<file path="config.mk">
export PLATFORM = sky130hd
export DESIGN_NAME = cdio_top
export DESIGN_NICKNAME = d
export VERILOG_FILES = /design/src/cdio_pkg.sv /design/src/cdio_top.sv
export SDC_FILE = /design/constraint.sdc
export NUM_CORES = 1
export LEC_CHECK = 0
export BUFFER_PORTS_ARGS = -buffer_cell sky130_fd_sc_hd__buf_2
export CORE_MARGIN = 5
export CORE_UTILIZATION = 56
export CTS_CLUSTER_DIAMETER = 80
export CTS_CLUSTER_SIZE = 8
export DETAILED_ROUTE_END_ITERATION = 10
export HOLD_SLACK_MARGIN = 0.15
export PLACE_DENSITY_LB_ADDON = 0.3
export SLEW_MARGIN = 20
export SYNTH_ARGS = -nofsm -noshare
export SYNTH_HDL_FRONTEND = slang
export SYNTH_SLANG_ARGS = --single-unit
</file>
<file path="constraint.sdc">
create_clock -name clock_in -period 5.04 [get_ports clock_in]
set_input_delay 0.504 -clock clock_in [delete_from_list [all_inputs] [get_ports clock_in]]
set_output_delay 0.504 -clock clock_in [all_outputs]
set_load 0.05 [all_outputs]
</file>
<file path="src/cdio_pkg.sv">
package cdio_pkg;

	// ****************************************************************
	// Register map and field layout
	// ****************************************************************
	localparam logic [4:0] CDIO_OFS_CTRL = 5'h00;
	localparam logic [4:0] CDIO_OFS_STATUS = 5'h04;
	localparam logic [4:0] CDIO_OFS_IRQ_STAT = 5'h08;
	localparam logic [4:0] CDIO_OFS_IRQ_MASK = 5'h0c;
	localparam int CDIO_CTRL_SEL_LSB = 0;
	localparam int CDIO_CTRL_START = 4;
	localparam int CDIO_CTRL_UP = 5;
	localparam logic [3:0] CDIO_SEL_FORCED_STOP = 4'h4;
	localparam logic [31:0] CDIO_CTRL_RESET = 32'h0000_0000;
	localparam logic [1:0] CDIO_PIN_IDLE = 2'h1; // Stop high, reset low.
	localparam int CDIO_ALARMS = 8;
	localparam logic [7:0] CDIO_NONRESETTABLE = 8'hc0;
	localparam int CDIO_IRQ_ALARM = 0;
	localparam int CDIO_IRQ_FSTOP = 1;
	localparam int CDIO_IRQ_RESET = 2;
	localparam int CDIO_IRQS = 3;

	// ****************************************************************
	// Timing
	// ****************************************************************
	localparam int CDIO_CLK_MHZ = 125;
	localparam int CDIO_DEBOUNCE_US = 10;
	localparam int CDIO_DEBOUNCE_CYC = CDIO_DEBOUNCE_US * CDIO_CLK_MHZ;
	localparam logic [10:0] CDIO_DEB_RELOAD = 11'(CDIO_DEBOUNCE_CYC - 1);

	// Pin-side outputs that travel together.
	typedef struct packed {
		logic alarm_n;
		logic ready;
		logic error_ind;
		logic reset_ack;
		logic contactor;
		logic warning;
	} cdio_pins_t;

	typedef enum {CDIO_POWERUP, CDIO_RDY_OFF, CDIO_RDY_ON} cdio_state_t;

endpackage : cdio_pkg

</file>
<file path="src/cdio_top.sv">
// The Avalon-MM interface to the registers and the register offsets are this design's own decisions.
`timescale 1ns/1ps
`default_nettype none
// What this block does
// - The forced stop input acts only while the setting selector reads 4.
// - Forced stop input low enters forced stop, opens the contactor and raises the off warning.
// - Forced stop ends when the forced stop input is high again.
// - Alarm reset clears resettable alarms whose cause has gone and never the fixed subset.
// - Alarm reset with no alarm present puts the unit in ready-off.
// - The alarm output is low while any alarm is latched and high otherwise.
// - The ready output is high while the converter is ready.
// - Ready and error indication outputs are always complementary.
// - Error indication is high on an alarm and while alarm reset is asserted.
// - After power-up ready stays low until the converter reports it is up.
// - Reset acknowledge is high while alarm reset is asserted.
// - A start command closes the contactor output unless forced stop, an alarm or the power-up state holds it open.
module cdio_top
(
	input wire logic clock_in,
	input wire logic resetn_in,
	input wire logic forced_stop_in,
	input wire logic alarm_reset_in,
	input wire logic [cdio_pkg::CDIO_ALARMS-1:0] alarm_cause_in,
	input wire logic [4:0] avs_address_in,
	input wire logic avs_read_in,
	input wire logic avs_write_in,
	input wire logic [31:0] avs_writedata_in,
	input wire logic [3:0] avs_byteenable_in,
	output logic [31:0] avs_readdata_out,
	output logic avs_waitrequest_out,
	output logic irq_out,
	output cdio_pkg::cdio_pins_t pins_out
);
	import cdio_pkg::*;

	// ****************************************************************
	// Input synchronisers and debouncers
	// ****************************************************************
	logic [1:0] raw_in;
	logic [1:0] sync1_q;
	logic [1:0] sync2_q;
	logic [1:0] deb_q;
	logic [10:0] deb_cnt_q [2];
	assign raw_in = {alarm_reset_in, forced_stop_in};

	// Two flops first; only the second one is looked at.
	// They start at the idle pin levels, so no false stop follows reset.
	always_ff @(posedge clock_in)
	begin
		if (!resetn_in)
		begin
			sync1_q <= CDIO_PIN_IDLE;
			sync2_q <= CDIO_PIN_IDLE;
		end
		else
		begin
			sync1_q <= raw_in;
			sync2_q <= sync1_q;
		end
	end

	// A level is accepted only after it held for the whole debounce time.
	// One process keeps a single driver on the debounced levels.
	always_ff @(posedge clock_in)
	begin
		if (!resetn_in)
		begin
			deb_q <= CDIO_PIN_IDLE;
			for (int i = 0; i < 2; i++)
				deb_cnt_q[i] <= CDIO_DEB_RELOAD;
		end
		else
		begin
			for (int i = 0; i < 2; i++)
			begin
				if (sync2_q[i] == deb_q[i])
					deb_cnt_q[i] <= CDIO_DEB_RELOAD;
				else if (deb_cnt_q[i] == 11'h000)
				begin
					deb_q[i] <= sync2_q[i];
					deb_cnt_q[i] <= CDIO_DEB_RELOAD;
				end
				else
					deb_cnt_q[i] <= deb_cnt_q[i] - 11'h001;
			end
		end
	end

	logic fs_level;
	logic res_level;
	logic res_prev_q;
	logic res_rise;
	assign fs_level = deb_q[0];
	assign res_level = deb_q[1];
	assign res_rise = res_level && !res_prev_q;

	// ****************************************************************
	// Control register and forced stop
	// ****************************************************************
	logic [31:0] ctrl_q;
	logic [3:0] selector;
	logic fstop_q;
	logic fstop_d;
	assign selector = ctrl_q[CDIO_CTRL_SEL_LSB +: 4];

	// The selector gates the input, so a stale low level is harmless.
	always_comb
	begin
		fstop_d = 1'b0;
		if (selector == CDIO_SEL_FORCED_STOP)
			fstop_d = !fs_level;
	end

	always_ff @(posedge clock_in)
	begin
		if (!resetn_in)
		begin
			fstop_q <= 1'b0;
			res_prev_q <= 1'b0;
		end
		else
		begin
			fstop_q <= fstop_d;
			res_prev_q <= res_level;
		end
	end

	// ****************************************************************
	// Alarm latch
	// ****************************************************************
	logic [CDIO_ALARMS-1:0] alarm_q;
	logic [CDIO_ALARMS-1:0] clearable;
	logic any_alarm;
	assign any_alarm = |alarm_q;
	// Only a resettable alarm whose cause has gone may be cleared.
	assign clearable = ~CDIO_NONRESETTABLE & ~alarm_cause_in;

	always_ff @(posedge clock_in)
	begin
		if (!resetn_in)
			alarm_q <= '0;
		else if (res_rise)
			alarm_q <= (alarm_q & ~clearable) | alarm_cause_in;
		else
			alarm_q <= alarm_q | alarm_cause_in;
	end

	// ****************************************************************
	// Ready state machine
	// ****************************************************************
	cdio_state_t state_q;
	logic stop_cond;
	assign stop_cond = any_alarm || res_level || fstop_q;

	always_ff @(posedge clock_in)
	begin
		if (!resetn_in)
			state_q <= CDIO_POWERUP;
		else
		begin
			case (state_q)
				CDIO_POWERUP:
					if (ctrl_q[CDIO_CTRL_UP])
						state_q <= CDIO_RDY_OFF;
				CDIO_RDY_OFF:
					if (!stop_cond)
						state_q <= CDIO_RDY_ON;
				CDIO_RDY_ON:
					if (stop_cond)
						state_q <= CDIO_RDY_OFF;
				default:
					state_q <= CDIO_POWERUP;
			endcase
		end
	end

	// ****************************************************************
	// Pin outputs
	// ****************************************************************
	cdio_pins_t pins_d;
	logic ready_d;

	// Outputs lag the state by one flop so every pin is registered.
	always_comb
	begin
		ready_d = (state_q == CDIO_RDY_ON) && !stop_cond;
		pins_d.alarm_n = !any_alarm;
		pins_d.ready = ready_d;
		pins_d.error_ind = !ready_d;
		pins_d.reset_ack = res_level;
		// Contactor opens on alarm too, protecting the main circuit.
		pins_d.contactor = ctrl_q[CDIO_CTRL_START] && !fstop_q &&
			!any_alarm && (state_q != CDIO_POWERUP);
		pins_d.warning = fstop_q;
	end

	always_ff @(posedge clock_in)
	begin
		if (!resetn_in)
			pins_out <= '{alarm_n: 1'b1, error_ind: 1'b1, default: 1'b0};
		else
			pins_out <= pins_d;
	end

	// ****************************************************************
	// Interrupts
	// ****************************************************************
	logic [CDIO_IRQS-1:0] irq_stat_q;
	logic [CDIO_IRQS-1:0] irq_mask_q;
	logic [CDIO_IRQS-1:0] irq_event;
	logic [CDIO_IRQS-1:0] irq_clr;
	logic bus_wr;
	assign irq_event[CDIO_IRQ_ALARM] = |(alarm_cause_in & ~alarm_q);
	assign irq_event[CDIO_IRQ_FSTOP] = fstop_d && !fstop_q;
	assign irq_event[CDIO_IRQ_RESET] = res_rise;
	assign irq_clr = (bus_wr && avs_address_in == CDIO_OFS_IRQ_STAT &&
		avs_byteenable_in[0]) ? avs_writedata_in[CDIO_IRQS-1:0] : '0;

	// A new event wins over a clear in the same cycle.
	always_ff @(posedge clock_in)
	begin
		if (!resetn_in)
			irq_stat_q <= '0;
		else
			irq_stat_q <= (irq_stat_q & ~irq_clr) | irq_event;
	end

	always_ff @(posedge clock_in)
	begin
		if (!resetn_in)
			irq_out <= 1'b0;
		else
			irq_out <= |(irq_stat_q & irq_mask_q);
	end

	// ****************************************************************
	// Avalon-MM slave
	// ****************************************************************
	logic ack_q;
	assign bus_wr = avs_write_in && ack_q;

	// One wait cycle per access; the release edge is where data lands.
	always_ff @(posedge clock_in)
	begin
		if (!resetn_in)
			ack_q <= 1'b0;
		else
			ack_q <= (avs_read_in || avs_write_in) && !ack_q;
	end

	always_ff @(posedge clock_in)
	begin
		if (!resetn_in)
			avs_waitrequest_out <= 1'b1;
		else
			avs_waitrequest_out <= !((avs_read_in || avs_write_in) &&
				!ack_q);
	end

	// Only the low byte holds writable fields, so lane 0 gates each write.
	always_ff @(posedge clock_in)
	begin
		if (!resetn_in)
		begin
			ctrl_q <= CDIO_CTRL_RESET;
			irq_mask_q <= '0;
		end
		else if (bus_wr && avs_byteenable_in[0])
		begin
			if (avs_address_in == CDIO_OFS_CTRL)
				ctrl_q <= {26'h0, avs_writedata_in[5:0]};
			if (avs_address_in == CDIO_OFS_IRQ_MASK)
				irq_mask_q <= avs_writedata_in[CDIO_IRQS-1:0];
		end
	end

	// Unmapped offsets read as zero and ignore writes.
	always_ff @(posedge clock_in)
	begin
		if (!resetn_in)
			avs_readdata_out <= 32'h0;
		else if (avs_read_in && !ack_q)
		begin
			case (avs_address_in)
				CDIO_OFS_CTRL: avs_readdata_out <= ctrl_q;
				CDIO_OFS_STATUS: avs_readdata_out <= {20'h0, 2'(state_q),
					fstop_q, res_level, alarm_q};
				CDIO_OFS_IRQ_STAT: avs_readdata_out <= {29'h0, irq_stat_q};
				CDIO_OFS_IRQ_MASK: avs_readdata_out <= {29'h0, irq_mask_q};
				default: avs_readdata_out <= 32'h0;
			endcase
		end
	end
endmodule : cdio_top
`default_nettype wire

</file>
## Word level (Yosys, flattened, before mapping)

Memories as Yosys holds them, arrays and structs flattened.
Index checks and enable logic that the tools add are counted.

| cells by class | value |
|---|---|
| bitwise logic cells | 19 |
| add/subtract/negate cells | 2 |
| equal/unequal tests | 12 |
| mux-type cells | 37 |
| reductions and logical operators | 36 |

Operator list:

| operator | count |
|---|---|
| $mux 32 | 3 |
| $pmux 32 s3 | 1 |
| $mux 11 | 6 |
| $pmux 12 s4 | 1 |
| $eq 32x1->1 const B | 1 |
| $eq 32x2->1 const B | 1 |
| $eq 32x3->1 const B | 1 |
| $logic_not 32->1 | 1 |
| $reduce_bool 32->1 | 1 |
| $mux 1 | 24 |
| $logic_not 11->1 | 2 |
| $sub 11x1->11 const B | 2 |
| $and 8x8->8 | 2 |
| $or 8x8->8 | 2 |
| $reduce_or 8->1 | 2 |
| $logic_and 1x1->1 | 12 |
| $eq 5x4->1 const B | 2 |
| $logic_not 1->1 | 8 |
| $mux 8 | 1 |
| $not 6->8 | 1 |
| $not 8->8 | 1 |
| $reduce_and 2->1 | 4 |
| $and 3x3->3 | 2 |
| $ne 2x2->1 const B | 3 |
| other kinds (13) | 22 |

| word-level totals | value |
|---|---|
| output and inout bits | 40 |
| input bits | 55 |
| bits in registers | 100 |
| memories | 1 |
| word-level logic and storage cells | 127 |
| memory bits (writable) | 22 |

Memory list:

| memory | words | width | read ports | clocked after memory_dff | write ports | RTL line | source |
|---|---|---|---|---|---|---|---|
| deb_cnt_q | 2 | 11 | 2 | 0 | 2 | cdio_top.sv:43 | `logic [10:0] deb_cnt_q [2];` |

## Logic depth before layout (Yosys ltp)

Gate-level depths: netlist of the first run.
An unclocked memory read counts as a cell.

| depth | value |
|---|---|
| depth after elaboration | 8 |
| depth in mapped cells | 6 |
| depth with buffers taken out | 5 |

## Worst setup path after synthesis of the first run

Ideal clock, no wire load.

| timing | value |
|---|---|
| path kind | register -> register |
| start point | memory deb_cnt_q[0][4] |
| end point | memory deb_cnt_q[0][8], data pin |
| period minus slack after synthesis | 1841 ps |
| arrival time | 1682 ps |
| buffers on the path | 0 |
| setup slack | 3199 ps |
| data required time | 4881 ps |
| setup time | 159 ps |
| cell stages (with the launch flop) | 4 |
| cell sequence | edfxtp_1 or4_4 or4_1 a211oi_2 |

RTL lines:

| what | RTL line |
|---|---|
| from (decl) | cdio_top.sv:43 |

==> impl_metrics.ini, run 1 <==
[timing]
fmax_mhz = 471.1
layout_min_cycle_time_ps = 2123
drv_slew = 0
setup_tns_ps = 0
setup_ws_ps = 2917
post-route-period-util_pct = 42.12
finClkSkew_ps = 7.156
hold_violations = 0
setup_viol = 0
worstMarginPinSlew_ps = 955.0
rsz0062_at_grt = false
relSlewSlack_pct = 35.94

[setup_path]
setup.worst_path.end = deb_cnt_q[0][4]
cp-start-kind = flop
arrival_ps = 2210
critPathLaunch = deb_cnt_q[0][4]
crit_type = reg2reg
ff2ff_setup_slack_ps = 2920
r2r_start = deb_cnt_q[0][4]
crit_path_end_kind = flop
reg2reg_to = deb_cnt_q[0][4]
rr_worst_depth = 3
cp_max_fo = 8
cp.required_ps = 5120

[routing]
ant_nets = 0
route.met2.wl_um = 3111
vias = 2704
first_iter_violations = 193
wirelength_um = 6990
avgViaCountPerCell = 5.552
drc = 0
routed.top_layer = met4
routed-wl-met3_um = 534
wl_per_cell_um = 14.35
met1_length_um = 3254
drtPass1Iterations = 4

[floorplanning]
die-width_um = 88
fp.coreArea_um2 = 5921
start_util_pct = 57.54
rows = 28
die-area_um2 = 7744
fp.dieH_um = 88
io_pins = 95

[synthesis]
synth-seq-cells = 72
synth_top_area_cell = dfxtp_1
syn_area_um2 = 3407
yosysWarningCount = 0
netlist_instances = 346
synth_ff_type = dfxtp_1
syn_avg_cell_area_um2 = 9.847
ys_types = 54
yosys.area.top_type_share_pct = 29.38
async_reset_ff_share_pct = 0
synth_area_leaders = dfxtp_1, edfxtp_1, buf_4
synth-edff-count = 22
yosysSeqAreaShare_pct = 48.77

[clock_tree]
cts.path.max_buffers = 2
insertion_delay_ps = 340
postCtsSetupRepairBufs = 0
cts_tree = done
clock_sinks = 72
ctsHtreeMaxLevel = 3
hold_buffers = 0
clk_transition_reported_paths_ps = 70
cts_made_buffers = 9
cts_root_buf = clkbuf_8
cts.repair.resized = 0

[min_path]
worstHoldPathType = in2reg

[global_route]
antenna_found_initial = 0
grt_pass1_vias = 2480
grt_pass1_wl_um = 11320
track_usage_pct = 18.76
grt-ovfl-total = 0
grt_max_degree = 37

[finish]
nNetsFinal = 466
final_cell_mix = dfxtp_1, buf_2, conb_1
area_growth_syn_to_layout_pct = 13.22
antenna_cells = 0
register_area_um2 = 1662
nFillCells = 514
drive_gt1_share_pct = 18.93
final_common_cell = dfxtp_1
multi_input_area_um2 = 1629

[place]
routabilityCongestion = 0.9171
io_buffers = 45
dp_hpwl_um = 5110
post-place-ws_ps = 2617

[outcome]
status = finished clean

[power_and_ir_drop]
leakagePower_nw = 1.473
vdd_ir_drop_max_uv = 190.9
pwr_density_cell_nw_per_um2 = 299.4

[flow_run]
cap_violations = 0
-- cell usage after synthesis, types with 5 or more instances --
cell and n:
a32oi_1 6, o31ai_1 9, a21oi_1 25, and3_1 5, nor2_1 27, o21ai_0 12, or4_1 10, inv_1 12
buf_4 21, nor2b_1 9, edfxtp_1 22, xnor2_1 5, nand2_1 11, dfxtp_1 50, nor4_1 5, clkbuf_1 12
nand4_1 6, nor3_1 7, nand3_1 22, nand2b_1 6
-- metal layers --
metal	vias up	track usage, %
met1	1271	25.72
met2	80	28.01
met5	-	0
met3	8	5.927
met4	0	6.555
li1	1345	-
-- stage by stage --
step / power, mW / hold WS, ps / instance area (µm²) / utilization (%) / std cells
floorplan: 0.7220 / 386.3 / 3557 / - / 386
global placement: 0.7341 / 397.2 / 3666 / 61.92 / 471
detailed placement: 0.7354 / 397.9 / 3666 / 61.92 / 471
CTS: 1.162 / 333.0 / 3857 / 65.15 / 487
global route: 1.205 / 347.7 / 3857 / 65.15 / 487
finish: 1.155 / 342.4 / 3857 / 65.15 / 487
-- critical path: stages (launching register included) --
cell and delay (ps):
edfxtp_1 470, nor4_1 810, and3_1 500, nor3_1 90
-- power breakdown --
part / internal (mW) / switching, mW
clock network: 0.222 / 0.209
registers: 0.609 / 0.0126
logic: 0.0260 / 0.0766
total: 0.857 / 0.298
-- sequential cells by signal (all words and copies together), names as in the netlist --
signal               flops
ack_q                    1
alarm_q                  8
avs_readdata_out        12
avs_waitrequest_out      1
ctrl_q                   6
deb_cnt_q               22
deb_q                    2
fstop_q                  1
irq_mask_q               3
irq_out                  1
irq_stat_q               3
pins_out                 6
state_q                  2
sync1_q                  2
sync2_q                  2
-- worst min-delay path by stage --
stage,end,from,depth (start not counted)
after floorplan,sync2_q[0],sync1_q[0],1
after global placement,sync2_q[0],sync1_q[0],1
after detailed placement,sync2_q[0],sync1_q[0],1
after CTS,sync1_q[0],forced_stop_in,2
after global routing,sync1_q[0],forced_stop_in,2
final,sync1_q[0],forced_stop_in,2
-- kinds of logic (layout without fill, tap and decap cells) --
kind of cell,after synthesis,in the layout,synth area share [%]
adders and majority gates,4,4,1.469
DFF,72,72,48.77
xor gates and xnor gates,8,8,2.057
buffers and inverters,49,75,7.822
other,2,42,0.2204
muxes,6,6,2.974
AOI/OAI and AO/OA,74,74,14.87
and+or+nand+nor,131,131,21.81
-- layout make-up --
cell class	instances	share of cell area (%)
multi-input cells	265	42.23
clock buffers	12	4.314
flip-flops and latches	72	43.07
clock inverters	4	0.6487
inverters	13	1.265
well taps	75	2.433
repair buffers	46	6.033
Power figures use the tool's default switching activity.
==> run 2: changes to the inputs <==
Settings changed: ABC_AREA set to 1, CORE_UTILIZATION 56 to 52.
Clock period 5.04 ns to 2.2 ns, I/O delays scaled along.
==> impl_metrics.ini, run 2 <==
[synthesis]
ys_types = 36
yosys.area.top_type_share_pct = 29.01
synth-compound-area-share_pct = 10.55
synth_xor_area_share_pct = 1.740
async_reset_ff_share_pct = 0
yosysWarningCount = 0
synth_most_common_cell = nand2_1
synth_area_leaders = dfxtp_1, edfxtp_1, nand2_1
syn_avg_cell_area_um2 = 8.335
synth_top_area_cell = dfxtp_1
synth_mux_area_share_pct = 0
ys_top_cells_by_count = nand2_1, dfxtp_1, nor2_1
netlist_instances = 414
synth_ff_type = dfxtp_1
synth_fa_ha_area_share_pct = 1.450
synth-seq-cells = 72
syn_area_um2 = 3451
synth_top_family_by_area = simple AND/OR/NAND/NOR gates
yosysSeqAreaShare_pct = 48.15
synth-edff-count = 22
synth_simple_gate_area_share_pct = 25.96

[routing]
ant_nets = 0
vias = 2828
wl_per_cell_um = 11.93
first_iter_violations = 166
drc = 0
drtPass1Iterations = 5
wirelength_um = 6896
avgViaCountPerCell = 4.893

[floorplanning]
die-width_um = 91.46
die-area_um2 = 8365
fp.dieH_um = 91.46
start_util_pct = 54.04
io_pins = 95
fp.coreArea_um2 = 6386
rows = 29

[min_path]
hold_end = ctrl_q[5]
worstHoldPathType = in2reg
worstHoldStart = avs_writedata_in[5]
hold_path_depth = 3

[timing]
worstMarginPinSlew_ps = 754.0
hold_violations = 0
finClkSkew_ps = 9.534
post-route-period-util_pct = 68.74
setup_tns_ps = 0
setup_ws_ps = 687.8
relSlewSlack_pct = 49.68
rsz0062_at_grt = false
layout_min_cycle_time_ps = 1512
fmax_mhz = 661.3
drv_slew = 0
setup_viol = 0

[setup_path]
crit_path_end_kind = flop
r2r_start = deb_cnt_q[1][6]
cpMaxStageDelayCell = edfxtp_1
crit_type = reg2reg
rr_worst_depth = 7
crit_top_cell = nor2_1
ff2ff_setup_slack_ps = 690
cp_cell_sequence = nor2_1 > inv_1 > nor2_1 > inv_2 > nor2_2 > xor2_1 > nor2_1
arrival_ps = 1610
reg2reg_to = deb_cnt_q[1][8]
cp.required_ps = 2300
path_delay_family = simple AND/OR/NAND/NOR gates
cpPeakStageDelay_ps = 440
critical_path_buf_inv_count = 2
cp-start-kind = flop
cp_max_fo = 4

[place]
post-place-ws_ps = 694.0
dp_hpwl_um = 5124
io_buffers = 45
routabilityCongestion = 0.8302

[clock_tree]
ctsHtreeMaxLevel = 3
clock_sinks = 72
cts.repair.resized = 0
cts_root_buf = clkbuf_8
insertion_delay_ps = 340
postCtsSetupRepairBufs = 0
cts.path.max_buffers = 2
cts_tree = done
cts_made_buffers = 9
clk_transition_reported_paths_ps = 80

[power_and_ir_drop]
vdd_ir_drop_max_uv = 458.9
pwr_density_cell_nw_per_um2 = 712.5
leakagePower_nw = 1.775

[finish]
area_growth_syn_to_layout_pct = 18.71
nFillCells = 550
antenna_cells = 0
register_area_um2 = 1662
final_cell_mix = nand2_1, nor2_1, dfxtp_1
drive_gt1_share_pct = 18.76
multi_input_area_um2 = 1528
largest_register_ffs = 22
nNetsFinal = 555
final_common_cell = nand2_1
top_regs = deb_cnt_q: 22 flops, avs_readdata_out: 12 flops, alarm_q: 8 flops
top_register = deb_cnt_q

[global_route]
grt_pass1_vias = 2654
grt_pass1_wl_um = 11640
track_usage_pct = 16.89
antenna_found_initial = 0
grt-ovfl-total = 0
grt_max_degree = 26

[outcome]
status = finished clean

[flow_run]
cap_violations = 0
## run 2: worst max-delay path by stage
| stage | from | end | slack [ps] | depth (start not counted) |
|---|---|---|---|---|
| after floorplan | deb_cnt_q[1][0] | deb_cnt_q[1][8] | 850 | 6 |
| final | deb_cnt_q[1][6] | deb_cnt_q[1][8] | 690 | 7 |
| after global routing | deb_cnt_q[1][2] | deb_cnt_q[1][7] | 490 | 6 |
| after global placement | deb_cnt_q[1][6] | deb_cnt_q[1][8] | 730 | 7 |
| after CTS | deb_cnt_q[1][2] | deb_cnt_q[1][7] | 690 | 6 |
| after detailed placement | deb_cnt_q[1][2] | deb_cnt_q[1][7] | 690 | 6 |
## run 2: final cells by class
type | count | share of cell area, %
Inverter | 50 | 4.704
Clock inverter | 3 | 1.069
Multi-Input combinational cell | 302 | 37.29
Clock buffer | 13 | 4.673
Timing Repair Buffer | 61 | 9.346
Sequential cell | 72 | 40.56
Tap cell | 77 | 2.352
## run 2: through the flow
stage,area (µm²),utilization (%),hold WS (ps),std cells,power (mW)
finish,4096,64.15,180.7,578,2.919
global route,4096,64.15,203.9,578,3.034
CTS,4096,64.15,173.5,578,2.942
detailed placement,3711,58.11,403.6,547,1.744
global placement,3711,58.11,394.9,547,1.738
floorplan,3601,-,317.6,454,1.707
## run 2: logic make-up after synthesis
family,after synthesis
AOI/OAI and AO/OA,67
and+or+nand+nor,183
xor gates and xnor gates,6
adders and majority gates,4
DFF,72
other,2
buffers and inverters,80
## run 2: per-layer routing
| metal | part of all wire (%) | wire length, µm | global-route usage (%) | up-vias |
|---|---|---|---|---|
| met5 | 0 | 0 | 0 | - |
| met4 | 1.7 | 119 | 6.601 | 0 |
| met3 | 4.8 | 332 | 3.802 | 14 |
| met2 | 47 | 3224 | 26.73 | 71 |
| met1 | 47 | 3219 | 22.38 | 1285 |
| li1 | - | - | - | 1458 |
## run 2: worst register-to-register path: cells and delay by family, from the launching register on
family	cells	cell delay, ps
DFF	1	440
buffers and inverters	2	150
and+or+nand+nor	4	510
xor gates and xnor gates	1	170
## run 2: what timing repair did
item                       in CTS  in global routing
hold endpoints to repair       16                  0
setup endpoints to repair       0                  0
hold buffers                   15                  0
## run 2: power by group
| part | leakage (nW) | switching (mW) | total [mW] | internal [mW] |
|---|---|---|---|---|
| combinational | 1.05 | 0.227 | 0.307 | 0.0796 |
| sequential | 0.602 | 0.0274 | 1.43 | 1.40 |
| clock | 0.120 | 0.488 | 1.18 | 0.694 |
| total | 1.77 | 0.742 | 2.92 | 2.18 |
